### src/spread_nvm_pkg.sv
// constants for the spread-spectrum and nonvolatile store control bank
// assumes a byte-wide register port decoded by an smbus front end
`default_nettype none
package spread_nvm_pkg;
  localparam logic [7:0] SPREAD_LOCK_OFS = 8'h19;
  localparam logic [7:0] STORE_LEN_OFS = 8'h1a;
  localparam logic [7:0] BUSY_OFS = 8'h18;
  localparam int RATE_LSB = 0;
  localparam int AMOUNT_LSB = 4;
  localparam int LOCK_BIT = 7;
  localparam int TRIG_BIT = 7;
  localparam int BUSY_BIT = 7;
  localparam logic [3:0] RATE_RESET = 4'h9;
  localparam logic [2:0] AMOUNT_RESET = 3'h0;
  localparam logic [6:0] LENGTH_RESET = 7'h1b;
  localparam logic [2:0] AMOUNT_OFF = 3'h0;
  localparam int STORE_TIME_US = 10;
  localparam int CLK_MHZ = 100;
  localparam int STORE_CYCLES = STORE_TIME_US * CLK_MHZ;
  localparam logic [15:0] RATE_FACTOR_0 = 16'h1630;
  localparam logic [15:0] RATE_FACTOR_STEP = 16'h010c;
  localparam logic [15:0] RATE_FACTOR_9 = 16'h0cd6;
  localparam logic [15:0] RATE_FACTOR_10 = 16'h0bb8;
  typedef enum logic [1:0] {ST_IDLE, ST_STORE} store_state_t;
endpackage
`default_nettype wire

### src/spread_and_nvm_store_control.sv
// spread modulation settings, nonvolatile store trigger, lock and read length
// assumes an smbus slave front end presents single-cycle register strobes
//
// Function
// (RULE1) busy flag high during programming, then low
// (RULE2) host writes to busy flag ignored
// (RULE3) host sends no writes during store
// (RULE4) reads served while store runs
// (RULE5) rate code picks one of sixteen factors
// (RULE6) host bypasses pll before rate change
// (RULE7) amount code picks center or down spread
// (RULE8) host bypasses pll before amount change
// (RULE9) amount zero powers modulator down, output low
// (RULE10) lock acts only from stored copy, permanent
// (RULE11) locked: registers writable, stores refused
// (RULE12) length field sets block-read byte count
// (RULE13) store starts only on trigger rising edge
// (RULE14) trigger stays high until host clears it
// (RULE15) host writes trigger last, zero then one
// (RULE16) host never interrupts a running store
// (RULE17) edge found by comparing new and old value
`timescale 1ns/1ps
`default_nettype none
module spread_and_nvm_store_control
  import spread_nvm_pkg::*;
#(
  parameter int STORE_COUNT = STORE_CYCLES
) (
  input wire logic CLK,
  input wire logic RST,
  input wire logic WR_EN,
  input wire logic RD_EN,
  input wire logic [7:0] ADDR,
  input wire logic [7:0] WDATA,
  input wire logic NVM_LOCK_STORED,
  output logic [7:0] RDATA,
  output logic STORE_BUSY,
  output logic STORE_START,
  output logic NVM_LOCKED,
  output logic [3:0] RATE_SEL,
  output logic [15:0] RATE_FACTOR,
  output logic [2:0] AMOUNT_SEL,
  output logic SPREAD_PWR_DN,
  output logic SPREAD_OUT_EN,
  output logic [6:0] BLOCK_LEN
);
  // ----------------------------------------------------------------
  // register bank
  // ----------------------------------------------------------------
  logic [3:0] rate_q, rate_d;
  logic [2:0] amount_q, amount_d;
  logic lock_bit_q, lock_bit_d;
  logic [6:0] len_q, len_d;
  logic trig_q, trig_d;
  logic [7:0] rdata_q, rdata_d;
  logic locked_q, locked_d;
  logic [15:0] factor_q, factor_d;
  logic pd_q, pd_d;
  logic out_en_q, out_en_d;
  logic wr_spread, wr_store, rise;
  // sequencer state up front: the read mux shows the busy flag
  store_state_t st_q, st_d;
  logic [31:0] cnt_q, cnt_d;
  logic [31:0] run_q, run_d;
  logic busy_q, busy_d, start_q, start_d;

  always_comb begin
    wr_spread = WR_EN && ADDR == SPREAD_LOCK_OFS;
    wr_store = WR_EN && ADDR == STORE_LEN_OFS;
    rate_d = rate_q;
    amount_d = amount_q;
    lock_bit_d = lock_bit_q;
    len_d = len_q;
    trig_d = trig_q;
    if (wr_spread) begin
      rate_d = WDATA[RATE_LSB+:4];
      amount_d = WDATA[AMOUNT_LSB+:3];
      lock_bit_d = WDATA[LOCK_BIT]; // RULE10
    end
    if (wr_store) begin
      // zero count not allowed: keep old value
      if (WDATA[6:0] != 7'h00) begin
        len_d = WDATA[6:0]; // RULE12
      end
      trig_d = WDATA[TRIG_BIT]; // RULE14
    end
    rise = wr_store && WDATA[TRIG_BIT] && !trig_q; // RULE13 RULE17
    // lock latches from the stored copy and never releases
    locked_d = locked_q || NVM_LOCK_STORED; // RULE10 RULE11
    pd_d = amount_d == AMOUNT_OFF; // RULE9
    out_en_d = !pd_d; // RULE9
    if (rate_d == 4'h9) begin
      factor_d = RATE_FACTOR_9; // RULE5
    end else if (rate_d == 4'ha) begin
      factor_d = RATE_FACTOR_10;
    end else if (rate_d < 4'h9) begin
      factor_d = 16'(RATE_FACTOR_0 - 16'(rate_d) * RATE_FACTOR_STEP);
    end else begin
      factor_d = 16'(RATE_FACTOR_10 - 16'(rate_d - 4'ha) * RATE_FACTOR_STEP);
    end
    rdata_d = rdata_q;
    if (RD_EN) begin
      // reads always answered, even mid-store
      case (ADDR)
        SPREAD_LOCK_OFS: rdata_d = {lock_bit_q, amount_q, rate_q}; // RULE4
        STORE_LEN_OFS: rdata_d = {trig_q, len_q};
        BUSY_OFS: rdata_d = {busy_q, 7'h00}; // RULE1
        default: rdata_d = 8'h00;
      endcase
    end
  end

  // ----------------------------------------------------------------
  // store sequencer
  // ----------------------------------------------------------------
  always_comb begin
    st_d = st_q;
    cnt_d = cnt_q;
    start_d = 1'b0;
    case (st_q)
      ST_IDLE: begin
        if (rise && !locked_q) begin
          st_d = ST_STORE; // RULE13 RULE11
          cnt_d = 32'(STORE_COUNT - 1);
          start_d = 1'b1;
        end
      end
      ST_STORE: begin
        if (cnt_q == 32'h0) begin
          st_d = ST_IDLE;
        end else begin
          cnt_d = cnt_q - 32'h1;
        end
      end
      default: st_d = ST_IDLE;
    endcase
    // busy only follows the sequencer, never the bus data
    busy_d = st_d == ST_STORE; // RULE1 RULE2
    // length of the current busy stretch, for the duration check
    run_d = busy_q ? run_q + 32'h1 : 32'h0;
  end

  always_ff @(posedge CLK) begin
    if (RST) begin
      rate_q <= RATE_RESET;
      amount_q <= AMOUNT_RESET;
      lock_bit_q <= 1'b0;
      len_q <= LENGTH_RESET;
      trig_q <= 1'b0;
      rdata_q <= 8'h00;
      locked_q <= 1'b0;
      factor_q <= RATE_FACTOR_9;
      pd_q <= 1'b1;
      out_en_q <= 1'b0;
      st_q <= ST_IDLE;
      cnt_q <= 32'h0;
      run_q <= 32'h0;
      busy_q <= 1'b0;
      start_q <= 1'b0;
    end else begin
      rate_q <= rate_d;
      amount_q <= amount_d;
      lock_bit_q <= lock_bit_d;
      len_q <= len_d;
      trig_q <= trig_d;
      rdata_q <= rdata_d;
      locked_q <= locked_d;
      factor_q <= factor_d;
      pd_q <= pd_d;
      out_en_q <= out_en_d;
      st_q <= st_d;
      cnt_q <= cnt_d;
      run_q <= run_d;
      busy_q <= busy_d;
      start_q <= start_d;
    end
  end

  assign RDATA = rdata_q;
  assign STORE_BUSY = busy_q;
  assign STORE_START = start_q;
  assign NVM_LOCKED = locked_q;
  assign RATE_SEL = rate_q;
  assign RATE_FACTOR = factor_q;
  assign AMOUNT_SEL = amount_q;
  assign SPREAD_PWR_DN = pd_q;
  assign SPREAD_OUT_EN = out_en_q;
  assign BLOCK_LEN = len_q;

  // ----------------------------------------------------------------
  // checks
  // ----------------------------------------------------------------
  store_start_a: assert property (@(posedge CLK) disable iff (RST) // RULE13
    (rise && !locked_q && st_q == ST_IDLE) |=> STORE_START && STORE_BUSY)
    else $error("store did not start on trigger edge");
  no_level_a: assert property (@(posedge CLK) disable iff (RST) // RULE13
    (STORE_START |-> $past(WR_EN) && !$past(trig_q)))
    else $error("store started without a rising trigger");
  lock_refuse_a: assert property (@(posedge CLK) disable iff (RST) // RULE11
    locked_q |=> !STORE_START)
    else $error("store started while locked");
  lock_stays_a: assert property (@(posedge CLK) disable iff (RST) // RULE10
    locked_q |=> locked_q)
    else $error("lock released");
  lock_source_a: assert property (@(posedge CLK) disable iff (RST) // RULE10
    $rose(locked_q) |-> $past(NVM_LOCK_STORED))
    else $error("lock set without stored copy");
  trig_hold_a: assert property (@(posedge CLK) disable iff (RST) // RULE14
    (trig_q && !(WR_EN && ADDR == STORE_LEN_OFS)) |=> trig_q)
    else $error("trigger cleared without a write");
  busy_high_a: assert property (@(posedge CLK) disable iff (RST) // RULE1
    STORE_START |-> STORE_BUSY [*2])
    else $error("busy dropped early");
  busy_only_a: assert property (@(posedge CLK) disable iff (RST) // RULE2
    $rose(STORE_BUSY) |-> STORE_START)
    else $error("busy set without a store");
  spread_off_a: assert property (@(posedge CLK) disable iff (RST) // RULE9
    (AMOUNT_SEL == AMOUNT_OFF) |-> SPREAD_PWR_DN && !SPREAD_OUT_EN)
    else $error("modulator not powered down");
  len_nonzero_a: assert property (@(posedge CLK) disable iff (RST) // RULE12
    BLOCK_LEN != 7'h00)
    else $error("block length zero");
  read_busy_a: assert property (@(posedge CLK) disable iff (RST) // RULE4
    (RD_EN && ADDR == BUSY_OFS && busy_q) |=> RDATA[BUSY_BIT])
    else $error("busy read failed during store");
  spread_on_a: assert property (@(posedge CLK) disable iff (RST) // RULE9
    (AMOUNT_SEL != AMOUNT_OFF) |-> !SPREAD_PWR_DN && SPREAD_OUT_EN)
    else $error("modulator not running");
  busy_len_a: assert property (@(posedge CLK) disable iff (RST) // RULE1
    $fell(STORE_BUSY) |-> run_q == 32'(STORE_COUNT))
    else $error("store busy length wrong");
  len_keep_a: assert property (@(posedge CLK) disable iff (RST) // RULE12
    (WR_EN && ADDR == STORE_LEN_OFS && WDATA[6:0] == 7'h00) |=> $stable(BLOCK_LEN))
    else $error("zero block length taken");
endmodule
`default_nettype wire

### config.mk
export PLATFORM = sky130hd
export DESIGN_NAME = spread_and_nvm_store_control
export DESIGN_NICKNAME = d
export VERILOG_FILES = /design/src/spread_nvm_pkg.sv /design/src/spread_and_nvm_store_control.sv
export SDC_FILE = /design/constraint.sdc
export NUM_CORES = 1
export LEC_CHECK = 0
export ABC_AREA = 0
export BUFFER_PORTS_ARGS = -buffer_cell sky130_fd_sc_hd__buf_2
export CAP_MARGIN = 10
export CORE_UTILIZATION = 58
export CTS_CLUSTER_DIAMETER = 200
export DETAILED_ROUTE_END_ITERATION = 8
export PLACE_DENSITY = 0.89
export SYNTH_ARGS = -nofsm -noshare
export SYNTH_HDL_FRONTEND = slang
export SYNTH_SLANG_ARGS = --single-unit
### constraint.sdc
create_clock -name CLK -period 7 [get_ports CLK]
set_input_delay 1.05 -clock CLK [delete_from_list [all_inputs] [get_ports CLK]]
set_output_delay 1.05 -clock CLK [all_outputs]
set_load 0.03 [all_outputs]
* Yosys cells after proc, flatten, opt, wreduce, memory -nomap -nowiden *
Index checks and enable logic that the tools add are counted.

word-level totals
  register bits = 79
  input port bits = 21
  logic and storage cells = 63

cells by class
  add/sub/neg operators = 4
  multiply operators = 2
  $lt $le $gt $ge = 1
  equality and inequality tests = 9
  multiplexer cells = 12
  bitwise logic cells = 1
  reductions and logical operators = 19

operators by type and width
  kind                                                                  count
  32-bit 2-to-1 mux                                                     2
  32-bit case mux with 2 select lines                                   1
  32-bit logical NOT                                                    1
  32-bit by 1-bit subtractor with 32-bit output, second input constant  1
  8-bit by 5-bit == test with 1-bit output, second input constant       3
  8-bit case mux with 3 select lines                                    1
  16-bit by 7-bit multiplier with 14-bit output, second input constant  1
  16-bit 2-to-1 mux                                                     1
  12-bit by 16-bit subtractor with 16-bit output, first input constant  1
  13-bit by 13-bit subtractor with 14-bit output, first input constant  1
  4-bit by 7-bit multiplier with 11-bit output, second input constant   1
  11-bit 2-to-1 mux                                                     1
  4-bit == test, second input constant                                  2
  7-bit nonzero test                                                    1
  1-bit logical AND                                                     5
  4-bit by 4-bit subtractor with 5-bit output, second input constant    1
  2-bit by 1-bit == test with 1-bit output, second input constant       2
  4-bit less-than comparator, second input constant                     1
  2-bit 2-to-1 mux                                                      2
  4-bit 2-to-1 mux                                                      1
  2-bit != test, second input constant                                  2
  2-bit case mux with 2 select lines                                    1
  2-bit OR reduction                                                    2
  1-bit logical NOT                                                     3
  10 further kinds                                                      10

* Depth between registers and ports, before layout *
  word-level depth = 8
  gate-level depth with buffers = 20

* Worst setup path after synthesis *
OpenSTA, ideal clock, no wires.

  kind = in2reg
  from = input ADDR[5]
  to = register factor_q[14], in the netlist RATE_FACTOR[14]
  setup time = 70 ps
  data arrival time = 5702 ps
  data required time = 6930 ps
  slack = 1228 ps
  stages on the path = 19
  buffers on the path = 1
  path through = and4bb_2 nand3_2 mux2i_1 inv_1 ha_1 a21oi_2 ha_1 ha_1 inv_1 fa_1 inv_1 ha_1 clkbuf_1 a21o_1 a31oi_1 xor2_1 a21oi_1 or4_1 a21oi_1

between the ends
  cells in the longest elaborated chain, start to end = 7
  elaborated cells between the ends (all ways) = 13
  those cells by class = 3 x add/sub; 2 x mul; 1 x order compare; 3 x eq/ne; 2 x mux; 2 x reduce/logical

ends and longest elaborated chain
  item                                            RTL line                             text
  from (decl)                                     spread_and_nvm_store_control.sv:33   input wire logic [7:0] ADDR,
  8-bit by 5-bit == test with 1-bit output *      spread_and_nvm_store_control.sv:68   wr_spread = WR_EN && ADDR == SPREAD_LOCK_OFS;
  1-bit logical AND *                             spread_and_nvm_store_control.sv:68
  4-bit 2-to-1 mux *                              spread_and_nvm_store_control.sv:75   if (wr_spread) begin
  via rate_d[3]                                   spread_and_nvm_store_control.sv:50   logic [3:0] rate_q, rate_d;
  4-bit by 4-bit subtractor with 5-bit output     spread_and_nvm_store_control.sv:99   factor_d = 16'(RATE_FACTOR_10 - 16'(rate_d - 4'ha) * RATE_FACTOR_STEP);
  16-bit by 7-bit multiplier with 14-bit output   spread_and_nvm_store_control.sv:99
  12-bit by 16-bit subtractor with 16-bit output  spread_and_nvm_store_control.sv:99
  16-bit 2-to-1 mux                               spread_and_nvm_store_control.sv:96   end else if (rate_d < 4'h9) begin
  to (signal assigned)                            spread_and_nvm_store_control.sv:168  factor_q <= factor_d;
  to (decl)                                       spread_and_nvm_store_control.sv:57   logic [15:0] factor_q, factor_d;

Mark *: on every way through the listed nets, which the timed path passes. The rest lies on a longest branch.
A chain may end at the register's enable or synchronous reset.

* Worst setup path after layout *
  from = input ADDR[7]
  to = register factor_q[14], in the netlist RATE_FACTOR[14]

The elaborated chain is that of the path after synthesis.

==> results.toml <==
[finish]
stdcell_area_um2 = 5140
drive_gt1_share_pct = 17.2
n_fill_cell = 614
antenna_cells = 0
final_util_pct = 69.0
layout.nets = 640
syn2layout_area_growth_pct = 12.5

[synth]
synth_edf_count = 0
synth_top_cell_by_area = "dfxtp_1"
async_flop_share_pct = 0
yosysWarningCount = 0
synth_top_area_share_pct = 34.2
ys.flop_type = "dfxtp_1"
synthesis.area_um2 = 4560
ys_types = 66
synthCells = 523
yosysSeqAreaShare_pct = 34.2
ys_ff_latch = 78
syn_avg_cell_area_um2 = 8.73
synth_area_leaders = "dfxtp_1 (34%), ha_1 (9.0%), xnor2_1 (7.9%)"

[die]
io_pins = 64
die_h_um = 90.7
start_util_pct = 61.3
dieArea_um2 = 8230
core_um2 = 7450
row_count = 31
die_x_um = 90.7

[clocking]
hold_buffers = 0
cts_made_buffers = 9
postCtsSetupBuffers = 0
cts_buffer_depth = 2
cts-root-buf = "clkbuf_8"
clock-sinks = 78
postCtsResizedCells = 0
clk_pin_slew_ns = 0.09
clk_latency_ns = 0.35
cts_tree = "built"
htree_levels = 3

[global_route]
grt_pass1_wl_um = 18200
antenna_found_initial = 0
grt_max_degree = 40
grt_use_total_pct = 27.4
grt_pass1_vias = 3913
gr-total-overflow = 0

[pwr]
p_per_area_nw_per_um2 = 166
peakVddDrop_mv = 0.0989
combinationalPowerShare_pct = 6.7
p_seq_share_pct = 52.3
pwr-share-clk_pct = 40.9
power_switching_w = 0.000216
netSwitchingFraction_pct = 25.3
intPower_w = 0.000636
p_leak_nw = 2.22

[sta]
fin_skew_ns = 0.0109
final_hold_viol_count = 0
slew_headroom_pct = 42.9
final.setup.tns_ns = 0
slew_violations = 0
period_share_pct = 87.0
setup_ws_ns = 0.911
setup_violations = 0
fin_crit_ns = 6.09
hold-worst-slack_ns = 0.466
worst_pin_slew_ns = 0.856
clock.fmax_mhz = 164
grt_setup_unrepaired = "false"

[route]
vias_per_cell = 6.01
ant_nets = 0
drcViolationCount = 0
via_count = 4119
dr.pass1.iters = 5
wl_per_cell_um = 16.3
first_iter_violations = 278
wl_um = 11100

[placement]
portBuffers = 62
place_area_um2 = 4930
post-dp-hpwl_um = 8210
place_ws_ns = 0.574
gp_congestion = 0.951

[worst_setup_path]
worst_setup_path_end_kind = "register"
timing_worst_setup_path_type = "input port to register"
cp.required_ns = 7.29
arrival_ns = 6.38
cp_max_fo = 13
cp-start-kind = "input port"

[status]
status = "finished, final reports clean"

[job]
maxCapViolCount = 0

[worst_hold_path]
hold_class = "register to register"
## synth_stat cells, types with 3 or more instances
cell type / instances
or2_2: 5
nor3b_1: 3
nand3_1: 15
nand4b_1: 4
a31oi_1: 9
or4_1: 4
nand2_1: 33
a21o_1: 5
xor2_1: 11
nand3b_1: 3
fa_1: 5
nand2b_1: 15
dfxtp_1: 78
o211ai_1: 3
a21oi_1: 40
xnor2_1: 41
nor3_1: 19
nand4_1: 5
or3_1: 9
nor2_1: 51
o21ai_0: 13
or4_4: 3
a41oi_1: 3
and2_1: 3
ha_1: 33
a22o_1: 7
inv_1: 24
mux2i_1: 8
clkbuf_1: 15
nor2b_1: 4
and3_1: 3
nor4_1: 7
## power groups by stage
stage	combinational [W]	clock (W)	sequential (W)
2_1_floorplan	0.0000380	0	0.000457
3_3_place_gp	0.0000543	0	0.000456
3_5_place_dp	0.0000559	0	0.000456
4_1_cts	0.0000564	0.000351	0.000446
5_1_grt	0.0000626	0.000369	0.000446
6_report	0.0000574	0.000349	0.000446
## stage by stage
stage               std cells  power, W
global placement          668  0.000510
detailed placement        668  0.000512
global route              685  0.000877
finish                    685  0.000852
CTS                       684  0.000853
floorplan                 524  0.000495
## path summary, 6_finish.rpt
path | start | to | slack, ns | depth (start not counted)
worst max-delay path | ADDR[7] | RATE_FACTOR[14]$_SDFF_PP0_ | 0.91 | 19
worst min-delay path | cnt_q[3]$_SDFFE_PP0P_ | cnt_q[3]$_SDFFE_PP0P_ | 0.47 | 2
worst max register to register | RATE_SEL[3]$_SDFF_PP1_ | RATE_FACTOR[14]$_SDFF_PP0_ | 2.07 | 16
worst min register to register | cnt_q[3]$_SDFFE_PP0P_ | cnt_q[3]$_SDFFE_PP0P_ | 0.47 | 2
## worst max-delay path: stages
cell,delay (ns)
buf_2,0.11
nor2_1,0.32
nand3_2,0.30
mux2i_1,0.43
inv_1,0.10
ha_1,0.31
a21oi_2,0.62
ha_1,0.36
ha_1,0.27
inv_1,0.05
fa_1,0.50
inv_1,0.04
ha_1,0.40
a21o_1,0.25
a31oi_1,0.18
xor2_1,0.27
a21oi_1,0.14
or4_1,0.52
a21oi_1,0.15
## layout make-up
type	instances	area, µm²	area share, %
flip-flops and latches	78	1560	30.4
inverters	24	90.1	1.75
clock buffers	9	124	2.41
repair buffers	64	323	6.29
clock inverters	7	77.6	1.51
multi-input cells	404	2840	55.2
well taps	99	124	2.41
## layer usage
metal | vias to the layer above | part of all wire (%) | track usage [%] | wire length (µm)
li1 | 1970 | - | - | -
met1 | 1938 | 44 | 34.3 | 4850
met2 | 186 | 48 | 47.6 | 5380
met3 | 25 | 6.0 | 3.28 | 668
met4 | 0 | 2.1 | 11.2 | 230
met5 | - | 0 | 0 | 0
## kinds of logic (layout without fill, tap and decap cells)
group                      after synthesis  count (layout)  synth area share (%)
and+or+nand+nor                        201             201                  24.1
AOI/OAI and AO/OA                      101             101                  14.4
DFF                                     78              78                  34.2
xor gates and xnor gates                52              52                  9.98
buffers and inverters                   42             104                  3.73
adders and majority gates               38              38                  11.2
muxes                                   10              10                  2.25
other                                    1               2                0.0822
## registers in the layout, summed over array words and instances (netlist names)
signal,flops
lock_bit_q,1
RATE_FACTOR,15
STORE_START,1
SPREAD_OUT_EN,1
BLOCK_LEN,7
SPREAD_PWR_DN,1
AMOUNT_SEL,3
RATE_SEL,4
RDATA,8
STORE_BUSY,1
st_q,2
trig_q,1
cnt_q,32
NVM_LOCKED,1
## cell usage in the layout (no fill, tap or decap), drive strengths merged, types with 16 or more instances in the layout
master / n
xnor2: 41
inv: 28
nand3: 16
dfxtp: 78
buf: 63
o21ai: 16
ha: 33
nand2: 33
nor3: 19
nor2: 51
a21oi: 41
Power figures use the tool's default switching activity.
